==> src/core/uart_regs.svh <==
// register offsets, field positions, reset values and timing counts
`ifndef UART_REGS_SVH
`define UART_REGS_SVH

`define ADDR_WIDTH 10
`define ADDR_RX_TX 10'h3f8
`define ADDR_IRQ_EN 10'h3f9
`define ADDR_IRQ_ID 10'h3fa
`define ADDR_LINE_CTRL 10'h3fb
`define ADDR_LINE_STAT 10'h3fd
`define ADDR_MODEM_STAT 10'h3fe

`define LS_RX_READY 0
`define LS_OVERRUN 1
`define LS_PARITY 2
`define LS_FRAMING 3
`define LS_BREAK 4
`define LS_TX_HOLD_EMPTY 5
`define LS_TX_SHIFT_EMPTY 6

`define LC_STOP 2
`define LC_PARITY_EN 3
`define LC_EVEN 4
`define LC_STICK 5
`define LC_SET_BREAK 6
`define LC_DIV_ACCESS 7

`define IE_RX_DATA 0
`define IE_TX_EMPTY 1
`define IE_LINE_STAT 2
`define IE_MODEM 3

`define ID_NONE 3'h1
`define ID_LINE_STAT 3'h6
`define ID_RX_DATA 3'h4
`define ID_TX_EMPTY 3'h2
`define ID_MODEM 3'h0

`define DIVISOR_RESET 16'h000c
`define LINE_CTRL_RESET 8'h00
`define TICK_MID 4'h7
`define TICK_LAST 4'hf
`define TICKS_PER_BIT 8'h10
`define STOP_TICKS_ONE 6'h0f
`define STOP_TICKS_HALF 6'h17
`define STOP_TICKS_TWO 6'h1f

`endif

==> src/core/uart_pkg.sv <==
// state types shared by the serial controller modules
package uart_pkg;
  typedef enum logic [2:0] {
    rx_idle = 3'h0,
    rx_start = 3'h1,
    rx_data = 3'h3,
    rx_parity = 3'h2,
    rx_stop = 3'h6
  } rx_state_type;

  typedef enum logic [2:0] {
    tx_idle = 3'h0,
    tx_start = 3'h1,
    tx_data = 3'h3,
    tx_parity = 3'h2,
    tx_stop = 3'h6
  } tx_state_type;
endpackage

==> src/core/rx_link_if.sv <==
// signals between the controller core and its receiver
`timescale 1ns/1ns
`default_nettype none
interface rx_link_if;
  logic tick16;
  logic sin;
  logic [1:0] word_len;
  logic parity_en;
  logic even;
  logic stick;
  logic char_valid;
  logic [7:0] char_data;
  logic parity_err;
  logic framing_err;
  logic break_det;

  modport receiver (
    input tick16, sin, word_len, parity_en, even, stick,
    output char_valid, char_data, parity_err, framing_err, break_det
  );
  modport core (
    output tick16, sin, word_len, parity_en, even, stick,
    input char_valid, char_data, parity_err, framing_err, break_det
  );
endinterface
`default_nettype wire

==> src/core/uart_rx_frame.sv <==
// serial receiver: start detect, centre sampling, error and break detect
`timescale 1ns/1ns
`default_nettype none
`include "uart_regs.svh"
module uart_rx_frame #(
  parameter int LOW_CNT_WIDTH = 8
) (
  input wire logic sys_clk,
  input wire logic rst_n,
  rx_link_if.receiver link
);
  typedef struct packed {
    uart_pkg::rx_state_type state;
    logic [3:0] cnt;
    logic [2:0] idx;
    logic [7:0] data;
    logic perr;
    logic [LOW_CNT_WIDTH-1:0] low_cnt;
    logic valid;
    logic [7:0] out_data;
    logic out_perr;
    logic out_ferr;
    logic brk;
  } r_type;

  r_type r_q;
  r_type r_d;
  logic [7:0] mask;
  logic [LOW_CNT_WIDTH-1:0] brk_thr;
  logic expect_par;

  generate
    if (LOW_CNT_WIDTH < 8)
    begin : g_chk
      $error("LOW_CNT_WIDTH too small for a full character time");
    end
  endgenerate

  assign mask = 8'hff >> (2'h3 - link.word_len);
  // one character time: start, 5..8 data, optional parity, one stop
  assign brk_thr = LOW_CNT_WIDTH'(`TICKS_PER_BIT * (8'h07 + 8'(link.word_len)
                   + 8'(link.parity_en)));
  assign expect_par = link.stick ? ~link.even
                    : (^(r_q.data & mask)) ^ ~link.even;

  always_comb
  begin
    r_d = r_q;
    r_d.valid = 1'b0;
    r_d.brk = 1'b0;
    if (link.tick16)
    begin
      // break after a full character time
      if (link.sin)
        r_d.low_cnt = '0;
      else if (r_q.low_cnt != {LOW_CNT_WIDTH{1'b1}})
      begin
        r_d.low_cnt = r_q.low_cnt + 1'b1;
        if (r_q.low_cnt == brk_thr)
          r_d.brk = 1'b1;
      end
      r_d.cnt = r_q.cnt + 4'h1;
      // sample each bit at its centre
      case (r_q.state)
        uart_pkg::rx_idle:
        begin
          r_d.cnt = 4'h0;
          if (!link.sin)
            r_d.state = uart_pkg::rx_start;
        end
        uart_pkg::rx_start:
        begin
          if (r_q.cnt == `TICK_MID)
          begin
            r_d.cnt = 4'h0;
            r_d.idx = 3'h0;
            r_d.data = 8'h00;
            r_d.perr = 1'b0;
            // glitch shorter than half a bit is no start
            r_d.state = link.sin ? uart_pkg::rx_idle : uart_pkg::rx_data;
          end
        end
        uart_pkg::rx_data:
        begin
          if (r_q.cnt == `TICK_LAST)
          begin
            r_d.data[r_q.idx] = link.sin;
            r_d.idx = r_q.idx + 3'h1;
            if (r_q.idx == 3'h4 + {1'b0, link.word_len})
              r_d.state = link.parity_en ? uart_pkg::rx_parity
                        : uart_pkg::rx_stop;
          end
        end
        uart_pkg::rx_parity:
        begin
          if (r_q.cnt == `TICK_LAST)
          begin
            r_d.perr = link.sin != expect_par;
            r_d.state = uart_pkg::rx_stop;
          end
        end
        uart_pkg::rx_stop:
        begin
          if (r_q.cnt == `TICK_LAST)
          begin
            r_d.valid = 1'b1;
            r_d.out_data = r_q.data;
            r_d.out_perr = r_q.perr;
            r_d.out_ferr = ~link.sin;
            r_d.state = uart_pkg::rx_idle;
          end
        end
        default:
          r_d.state = uart_pkg::rx_idle;
      endcase
    end
  end

  always_ff @(posedge sys_clk or negedge rst_n)
  begin
    if (!rst_n)
      r_q <= '{state: uart_pkg::rx_idle, default: '0};
    else
      r_q <= r_d;
  end

  assign link.char_valid = r_q.valid;
  assign link.char_data = r_q.out_data;
  assign link.parity_err = r_q.out_perr;
  assign link.framing_err = r_q.out_ferr;
  assign link.break_det = r_q.brk;
endmodule
`default_nettype wire

==> src/core/uart_line_status_irq_id.sv <==
// serial controller: baud divider, transmitter, line status and irq id
//
// Summary of operation
// - 16-bit divisor divides reference clock into 16x bit clock enable.
// - receive ready sets when a whole character lands in buffer.
// - receive ready clears on buffer read or written zero.
// - overrun sets when new character overwrites an unread one.
// - overrun clears on line status read.
// - parity error sets on wrong parity, clears on line status read.
// - framing error sets when stop bit is sampled low.
// - break sets when input stays low over one character time.
// - overrun, parity, framing or break raise line status interrupt.
// - holding empty sets on transfer to shifter, clears on load.
// - holding empty requests interrupt on transfer to shifter when its enable is set.
// - shifter empty is read-only, set while shifter idles.
// - line status bit 7 reads zero.
// - priority: line status, received data, holding empty, modem.
// - addressing identification register freezes the reported source.
// - identification bit 0 low while an interrupt is pending.
// - codes: 001 none, 110 line, 100 data, 010 tx, 000 modem.
// - identification bits 3 to 7 read zero.
// - tx interrupt clears on id read while reported or holding write.
// - data, line and modem interrupts clear on their register reads.
// - modem interrupt comes from a change on cts, dsr or carrier detect, or from ring going inactive.
// - each source gated by enable bits 0 to 3.
// - irq output high while any enabled source is active.
// - after reset identification reads bit 0 high, others low.
`timescale 1ns/1ns
`default_nettype none
`include "uart_regs.svh"
module uart_line_status_irq_id #(
  parameter int DIV_WIDTH = 16
) (
  input wire logic sys_clk,
  input wire logic rst_n,
  input wire logic cpu_cs,
  input wire logic [9:0] cpu_addr,
  input wire logic cpu_rd,
  input wire logic cpu_wr,
  input wire logic [7:0] cpu_wdata,
  output logic [7:0] cpu_rdata,
  output logic irq_out,
  output logic baud_out,
  input wire logic sin,
  output logic sout,
  input wire logic cts_in_n,
  input wire logic dsr_in_n,
  input wire logic ri_in_n,
  input wire logic carrier_detect_in_n
);
  typedef struct packed {
    logic [15:0] div;
    logic [15:0] bcnt;
    logic tick;
    logic [7:0] lcr;
    logic [3:0] interrupt_enable_mask;
    logic [7:0] rx_buffer;
    logic rx_ready_flag;
    logic overrun_flag;
    logic parity_err_flag;
    logic framing_err_flag;
    logic break_flag;
    logic ls_irq;
    logic tx_holding_empty_irq;
    logic tx_holding_empty;
    logic tx_shifter_empty;
    logic [7:0] tx_holding;
    uart_pkg::tx_state_type tx_state;
    logic [5:0] tx_cnt;
    logic [2:0] tx_bit;
    logic [7:0] tx_sh;
    logic tx_par;
    logic sout;
    logic [3:0] msr_delta;
    logic [3:0] msr_prev;
    logic [2:0] pending_interrupt_code;
    logic irq;
    logic [7:0] rdata;
  } s_type;

  s_type s_q;
  s_type s_d;
  rx_link_if link ();

  logic hit_rxtx;
  logic hit_ier;
  logic hit_iir;
  logic hit_lcr;
  logic hit_lsr;
  logic hit_msr;
  logic rd;
  logic wr;
  logic dlab;
  logic [3:0] modem_now;
  logic [3:0] src;
  logic [7:0] lsr_val;
  logic [7:0] txmask;
  logic [5:0] stop_last;

  generate
    if (DIV_WIDTH != 16)
    begin : g_chk
      $error("divisor latches hold exactly 16 bits");
    end
  endgenerate

  assign hit_rxtx = cpu_addr == `ADDR_RX_TX;
  assign hit_ier = cpu_addr == `ADDR_IRQ_EN;
  assign hit_iir = cpu_addr == `ADDR_IRQ_ID;
  assign hit_lcr = cpu_addr == `ADDR_LINE_CTRL;
  assign hit_lsr = cpu_addr == `ADDR_LINE_STAT;
  assign hit_msr = cpu_addr == `ADDR_MODEM_STAT;
  assign rd = cpu_cs & cpu_rd;
  assign wr = cpu_cs & cpu_wr;
  assign dlab = s_q.lcr[`LC_DIV_ACCESS];
  // status bits are the complement of the active-low pins
  assign modem_now = {~carrier_detect_in_n, ~ri_in_n, ~dsr_in_n, ~cts_in_n};
  assign lsr_val = {1'b0, s_q.tx_shifter_empty, s_q.tx_holding_empty,
                    s_q.break_flag, s_q.framing_err_flag,
                    s_q.parity_err_flag, s_q.overrun_flag,
                    s_q.rx_ready_flag};
  assign txmask = 8'hff >> (2'h3 - s_q.lcr[1:0]);
  // 1.5 stop bits only for 5-bit words
  assign stop_last = !s_q.lcr[`LC_STOP] ? `STOP_TICKS_ONE
                   : (s_q.lcr[1:0] == 2'h0) ? `STOP_TICKS_HALF
                   : `STOP_TICKS_TWO;

  assign link.tick16 = s_q.tick;
  assign link.sin = sin;
  assign link.word_len = s_q.lcr[1:0];
  assign link.parity_en = s_q.lcr[`LC_PARITY_EN];
  assign link.even = s_q.lcr[`LC_EVEN];
  assign link.stick = s_q.lcr[`LC_STICK];

  uart_rx_frame #(
    .LOW_CNT_WIDTH(8)
  ) u_rx (
    .sys_clk(sys_clk),
    .rst_n(rst_n),
    .link(link)
  );

  assign src = {s_q.msr_delta != 4'h0 && s_q.interrupt_enable_mask[`IE_MODEM],
                s_q.tx_holding_empty_irq && s_q.interrupt_enable_mask[`IE_TX_EMPTY],
                s_q.rx_ready_flag && s_q.interrupt_enable_mask[`IE_RX_DATA],
                s_q.ls_irq && s_q.interrupt_enable_mask[`IE_LINE_STAT]};

  always_comb
  begin
    s_d = s_q;
    // divisor counter makes the 16x enable
    if (s_q.bcnt <= 16'h0001)
    begin
      s_d.bcnt = s_q.div;
      s_d.tick = 1'b1;
    end
    else
    begin
      s_d.bcnt = s_q.bcnt - 16'h0001;
      s_d.tick = 1'b0;
    end

    // read side effects; the sets below come later and win
    if (rd && hit_rxtx && !dlab)
    begin
      s_d.rx_ready_flag = 1'b0;
    end
    if (rd && hit_lsr)
    begin
      s_d.overrun_flag = 1'b0;
      s_d.parity_err_flag = 1'b0;
      s_d.framing_err_flag = 1'b0;
      s_d.break_flag = 1'b0;
      s_d.ls_irq = 1'b0;
    end
    if (rd && hit_msr)
      s_d.msr_delta = 4'h0;
    // id read clears tx interrupt if reported
    if (rd && hit_iir && s_q.pending_interrupt_code == `ID_TX_EMPTY)
      s_d.tx_holding_empty_irq = 1'b0;

    if (wr)
    begin
      if (hit_rxtx && dlab)
      begin
        s_d.div[7:0] = cpu_wdata;
        // reload at once so a new rate needs no long wait
        s_d.bcnt = {s_q.div[15:8], cpu_wdata};
      end
      if (hit_ier && dlab)
      begin
        s_d.div[15:8] = cpu_wdata;
        s_d.bcnt = {cpu_wdata, s_q.div[7:0]};
      end
      if (hit_ier && !dlab)
        s_d.interrupt_enable_mask = cpu_wdata[3:0];
      if (hit_lcr)
        s_d.lcr = cpu_wdata;
      if (hit_lsr && !cpu_wdata[`LS_RX_READY])
        s_d.rx_ready_flag = 1'b0;
    end

    if (link.char_valid)
    begin
      s_d.rx_buffer = link.char_data;
      s_d.rx_ready_flag = 1'b1;
      if (s_q.rx_ready_flag && !(rd && hit_rxtx && !dlab))
        s_d.overrun_flag = 1'b1;
      if (link.parity_err)
        s_d.parity_err_flag = 1'b1;
      if (link.framing_err)
        s_d.framing_err_flag = 1'b1;
    end
    if (link.break_det)
      s_d.break_flag = 1'b1;
    // any error raises line status source
    if ((link.char_valid && (link.parity_err || link.framing_err
        || (s_q.rx_ready_flag && !(rd && hit_rxtx && !dlab))))
        || link.break_det)
      s_d.ls_irq = 1'b1;

    s_d.msr_prev = modem_now;
    s_d.msr_delta[0] = s_d.msr_delta[0] | (modem_now[0] ^ s_q.msr_prev[0]);
    s_d.msr_delta[1] = s_d.msr_delta[1] | (modem_now[1] ^ s_q.msr_prev[1]);
    s_d.msr_delta[2] = s_d.msr_delta[2] | (s_q.msr_prev[2] & ~modem_now[2]);
    s_d.msr_delta[3] = s_d.msr_delta[3] | (modem_now[3] ^ s_q.msr_prev[3]);

    // transmitter
    if (s_q.tick)
    begin
      s_d.tx_cnt = s_q.tx_cnt + 6'h01;
      case (s_q.tx_state)
        uart_pkg::tx_start:
          if (s_q.tx_cnt[3:0] == `TICK_LAST)
          begin
            s_d.tx_cnt = 6'h00;
            s_d.tx_bit = 3'h0;
            s_d.tx_state = uart_pkg::tx_data;
          end
        uart_pkg::tx_data:
          if (s_q.tx_cnt[3:0] == `TICK_LAST)
          begin
            s_d.tx_cnt = 6'h00;
            s_d.tx_sh = {1'b0, s_q.tx_sh[7:1]};
            s_d.tx_bit = s_q.tx_bit + 3'h1;
            if (s_q.tx_bit == 3'h4 + {1'b0, s_q.lcr[1:0]})
              s_d.tx_state = s_q.lcr[`LC_PARITY_EN] ? uart_pkg::tx_parity
                           : uart_pkg::tx_stop;
          end
        uart_pkg::tx_parity:
          if (s_q.tx_cnt[3:0] == `TICK_LAST)
          begin
            s_d.tx_cnt = 6'h00;
            s_d.tx_state = uart_pkg::tx_stop;
          end
        uart_pkg::tx_stop:
          if (s_q.tx_cnt == stop_last)
          begin
            s_d.tx_cnt = 6'h00;
            s_d.tx_state = uart_pkg::tx_idle;
          end
        default:
          s_d.tx_cnt = 6'h00;
      endcase
    end
    if (s_d.tx_state == uart_pkg::tx_idle)
      s_d.tx_shifter_empty = 1'b1;
    if (s_d.tx_state == uart_pkg::tx_idle && !s_q.tx_holding_empty)
    begin
      s_d.tx_holding_empty = 1'b1;
      s_d.tx_shifter_empty = 1'b0;
      s_d.tx_holding_empty_irq = 1'b1;
      s_d.tx_sh = s_q.tx_holding;
      s_d.tx_par = s_q.lcr[`LC_STICK] ? ~s_q.lcr[`LC_EVEN]
                 : (^(s_q.tx_holding & txmask)) ^ ~s_q.lcr[`LC_EVEN];
      s_d.tx_cnt = 6'h00;
      s_d.tx_state = uart_pkg::tx_start;
    end
    if (wr && hit_rxtx && !dlab)
    begin
      s_d.tx_holding = cpu_wdata;
      s_d.tx_holding_empty = 1'b0;
      s_d.tx_holding_empty_irq = 1'b0;
    end
    case (s_d.tx_state)
      uart_pkg::tx_start:
        s_d.sout = 1'b0;
      uart_pkg::tx_data:
        s_d.sout = s_d.tx_sh[0];
      uart_pkg::tx_parity:
        s_d.sout = s_d.tx_par;
      default:
        s_d.sout = 1'b1;
    endcase
    if (s_d.lcr[`LC_SET_BREAK])
      s_d.sout = 1'b0;

    // code frozen while the id register is addressed
    if (!(cpu_cs && hit_iir))
    begin
      if (src[0])
        s_d.pending_interrupt_code = `ID_LINE_STAT;
      else if (src[1])
        s_d.pending_interrupt_code = `ID_RX_DATA;
      else if (src[2])
        s_d.pending_interrupt_code = `ID_TX_EMPTY;
      else if (src[3])
        s_d.pending_interrupt_code = `ID_MODEM;
      else
        s_d.pending_interrupt_code = `ID_NONE;
    end
    // irq while any enabled source is active
    s_d.irq = src != 4'h0;

    if (rd)
    begin
      if (hit_rxtx)
        s_d.rdata = dlab ? s_q.div[7:0] : s_q.rx_buffer;
      else if (hit_ier)
        s_d.rdata = dlab ? s_q.div[15:8] : {4'h0, s_q.interrupt_enable_mask};
      else if (hit_iir)
        s_d.rdata = {5'h00, s_q.pending_interrupt_code};
      else if (hit_lcr)
        s_d.rdata = s_q.lcr;
      else if (hit_lsr)
        s_d.rdata = lsr_val;
      else if (hit_msr)
        s_d.rdata = {s_q.msr_prev, s_q.msr_delta};
      else
        s_d.rdata = 8'h00;
    end
  end

  always_ff @(posedge sys_clk or negedge rst_n)
  begin
    if (!rst_n)
    begin
      s_q <= '0;
      s_q.div <= `DIVISOR_RESET;
      s_q.bcnt <= `DIVISOR_RESET;
      s_q.lcr <= `LINE_CTRL_RESET;
      s_q.tx_holding_empty <= 1'b1;
      s_q.tx_shifter_empty <= 1'b1;
      s_q.tx_state <= uart_pkg::tx_idle;
      s_q.sout <= 1'b1;
      // id reads none pending after reset
      s_q.pending_interrupt_code <= `ID_NONE;
    end
    else
      s_q <= s_d;
  end

  assign cpu_rdata = s_q.rdata;
  assign irq_out = s_q.irq;
  assign baud_out = s_q.tick;
  assign sout = s_q.sout;
endmodule
`default_nettype wire

==> config.mk <==
export PLATFORM = sky130hd
export DESIGN_NAME = uart_line_status_irq_id
export DESIGN_NICKNAME = d
export VERILOG_FILES = /design/src/core/uart_pkg.sv /design/src/core/rx_link_if.sv /design/src/core/uart_rx_frame.sv /design/src/core/uart_line_status_irq_id.sv
export VERILOG_INCLUDE_DIRS = /design/src /design/src/core
export SDC_FILE = /design/constraint.sdc
export NUM_CORES = 1
export LEC_CHECK = 0
export ABC_CLOCK_PERIOD_IN_PS = 1700
export BUFFER_PORTS_ARGS = -buffer_cell sky130_fd_sc_hd__buf_2
export CORE_ASPECT_RATIO = 0.9
export CORE_MARGIN = 8
export CORE_UTILIZATION = 45
export CTS_CLUSTER_SIZE = 16
export DETAILED_ROUTE_END_ITERATION = 8
export GPL_TIMING_DRIVEN = 0
export SLEW_MARGIN = 20
export SYNTH_ARGS = -nofsm -noshare
export SYNTH_HDL_FRONTEND = slang
export SYNTH_SLANG_ARGS = --single-unit
==> constraint.sdc <==
create_clock -name sys_clk -period 1.7 [get_ports sys_clk]
set_input_delay 0.085 -clock sys_clk [delete_from_list [all_inputs] [get_ports sys_clk]]
set_output_delay 0.085 -clock sys_clk [all_outputs]
set_load 0.01 [all_outputs]
==> results.txt <==
Crit Path Class = reg -> reg
Die Y-Extent = 142 µm
DR iter-0 viols = 612
RSZ-0062 raised after global routing = yes
Synth warn = 0
Hold Path Depth = 3
Hold/Removal Path Class = in -> reg
Layout area overhead = 34.7%
All-Layer GR Usage = 20.4%
CTS buffer count = 17
Avg Inst Size Synth = 10.2 µm²
Post-layout min period = 1920 ps
Failing checks = negative setup slack
Wire length per cell = 19.8 µm
EDFF count, synth = 0
Root Buffer = clkbuf_16
Final WL = 22.9 mm
Starting Density = 45.4%
Reg2reg setup slack = -220 ps
Clk_lat worst skew = 430 ps
Crit. Startpoint = s_q[84]$_DFF_PN0_
CP Buf/Inv Count = 2
Vias = 6583
Site Rows = 46
Least-Margin Pin Slew = 622 ps
Post-DP HPWL = 14.8 mm
Top cell type's share of synthesized area = 45.3%
#FFs+latches synth = 151
VDD IR max = 702 µV
Pleak = 4.77 nW
Antenna Nets Post-Route = 0
Status = finished, violations left
Layout Nets = 940
Vias per cell = 5.70
CP Max Fanout = 8
DRC Markers = 0
Multi-input logic area = 4670 µm²
Mapped Cells = 772
Critical Path, Cell by Cell = or3_4, nor4_4, nor4b_4, buf_6, buf_12, a21oi_4, o21a_1
Number of H-tree levels = 4
Reg2reg start = s_q[84]$_DFF_PN0_
Main synth FF type = dfrtp_1
CP delay by family, top = simple AND/OR/NAND/NOR gates
Worst setup SP type = register
Max clock buf depth = 2
Grt ovf = 0
Clk_skew = 9.51 ps
Register area share after synthesis = 48.0%
Top post-synthesis cells by area = dfrtp_1, mux2_2, nand2_1
Largest net degree at the start of global routing = 88
Crit path largest cell delay = 400 ps
Dpl cells = 1048
I/O pin count = 39
Max-cap violations = 0
Post-synth ARST share = 100%
Clk slew on worst S/H paths = 70 ps
Initial antenna violation count = 0
Critical Path Sink Type = register
Slack of the critical path = -222 ps
Most common cell in the netlist = dfrtp_1
Synthesized cell area = 7900 µm²
Reg area = 3800 µm²
Final Hold Viols = 0
PD cells = 765 nW/µm²
Slew Limit Fails = 0
First-pass GRT wire length = 35.0 mm
CP arrival = 2240 ps
Yosys cell types = 78
Cell count of the worst reg-to-reg path = 7
Vias in the first global route = 6347
Dominant cell type by area after synthesis = dfrtp_1
PortBufs = 35
Worst Path Required = 2020 ps
FMAX = 520 MHz
Worst Hold Slack = 27.2 ps
Core area = 17400 µm²
Antenna cells = 0
Die Wd = 156 µm
Syn Nets = 811
Critical path's slowest cell = or3_4
FILL cells = 1407
Fin cells = 1154
Slew headroom = 58.4%
CTS tree = done
Die area = 22100 µm²
GPL Wtd Cong = 0.868
Levels on crit path = 7
Final setup fails = 46
Pre-antenna DRT Iters = 5
Layout cells sized above 1 = 37.0%
Clock sinks = 151
Part of the cycle the worst path needs = 113%
Crit path to = s_q[86]$_DFF_PN0_
Post-synth top cells = dfrtp_1, nand2_1, nor2_1
Critical R2R Capture = s_q[86]$_DFF_PN0_
-- power breakdown --
| group | switching, mW | total, mW | leakage (nW) | internal, mW |
|---|---|---|---|---|
| sequential | 0.0220 | 3.63 | 1.93 | 3.61 |
| clock | 1.64 | 4.14 | 0.310 | 2.50 |
| combinational | 0.233 | 0.366 | 2.53 | 0.133 |
-- layer usage --
metal,vias up,share of wire [%],global-route usage (%),wire length [µm]
met5,-,0,0,0
met4,0,2.1,5.87,471
met3,35,5.9,5.75,1350
met2,182,46,30.7,10400
met1,3339,46,28.2,10600
li1,3027,-,-,-
-- final cells by class --
class,instances,share of cell area (%)
plain buffers,35,2.03
clock buffers,17,4.00
clock inverters,15,2.05
inverters,23,0.823
multi-input cells,559,43.8
flip-flops and latches,151,35.7
well taps,240,2.82
repair buffers,114,8.70
-- cell families after synthesis --
logic type,Yosys count,share of synthesized area (%)
AND/OR/NAND/NOR,285,18.9
AO/OA/AOI/OAI,152,13.4
flip-flops,151,48.0
multiplexers,70,9.66
buffers and inverters,63,3.58
XOR/XNOR,40,4.78
adder cells (fa/ha/maj),11,1.74
-- worst register-to-register path, cell delays in order, from the launching register on --
cell and delay, ps:
dfrtp_1 390, or3_4 400, nor4_4 190, nor4b_4 250
buf_6 170, buf_12 110, a21oi_4 90, o21a_1 210
-- how the worst min path moves through the flow --
stage / startpoint / end / slack, ps
after global routing: cpu_wdata[1] / s_q[105]$_DFFE_PN0P_ / 40
after CTS: cpu_wdata[1] / s_q[105]$_DFFE_PN0P_ / 1
after detailed placement: rst_n / cpu_rdata[2]$_DFFE_PN0P_ / 60
after global placement: ri_in_n / s_q[14]$_DFF_PN0_ / 250
final: cpu_wdata[1] / s_q[105]$_DFFE_PN0P_ / 30
after floorplan: rst_n / baud_out$_DFF_PN0_ / -210
-- cells in the final DEF, fill, tap and decap left out, types with 7 or more instances in the layout --
cell type / synthesis / layout
dfrtp_1: 143 / 133
nand2_1: 119 / 114
buf_4: 8 / 60
buf_2: 13 / 40
nor2_1: 42 / 34
o21ai_0: 37 / 29
mux2_2: 40 / 29
mux2i_1: 29 / 25
nand3_1: 24 / 19
inv_1: 22 / 18
clkbuf_16: 0 / 18
xor2_1: 15 / 15
xnor2_1: 23 / 14
buf_6: 0 / 14
o21ai_1: 6 / 13
a22o_1: 13 / 13
a21oi_1: 24 / 13
mux2_4: 0 / 11
dlygate4sd3_1: 0 / 11
clkbuf_1: 18 / 10
dfrtp_2: 0 / 10
a21oi_2: 2 / 9
o211ai_1: 8 / 8
and3_1: 11 / 8
dfstp_2: 8 / 8
nand4_1: 7 / 7
nand3b_1: 7 / 7
xnor2_2: 0 / 7
nor2b_1: 7 / 7
-- state kept, by name, indices dropped and copies added, names as in the netlist, 2 cells and up --
signal,flops
u_rx.r_q,27
s_q,88
link.word_len,2
u_rx.link.char_data,8
cpu_rdata,8
lsr_val,7
-- stage by stage --
| step | setup WS (ps) | utilization, % | total power, mW | setup TNS (ps) | area (µm²) |
|---|---|---|---|---|---|
| after global placement | -1650 | 48.6 | 3.99 | -259690 | 8440 |
| after CTS | -223 | 56.8 | 8.18 | -4340 | 9870 |
| final | -222 | 61.2 | 8.14 | -6150 | 10600 |
| after global routing | -295 | 61.2 | 8.38 | -10240 | 10600 |
| after detailed placement | -421 | 48.8 | 4.01 | -22100 | 8480 |
| after floorplan | -97.6 | - | 3.82 | -1220 | 7960 |
-- timing repair --
item	CTS	global route
pin swaps	43	56
endpoints found under the setup margin	73	88
hold endpoints to repair	82	0
cloned	0	2
buffers inserted	33	34
hold buffers	11	0
resized for setup	86	106
Power figures use the tool's default switching activity.
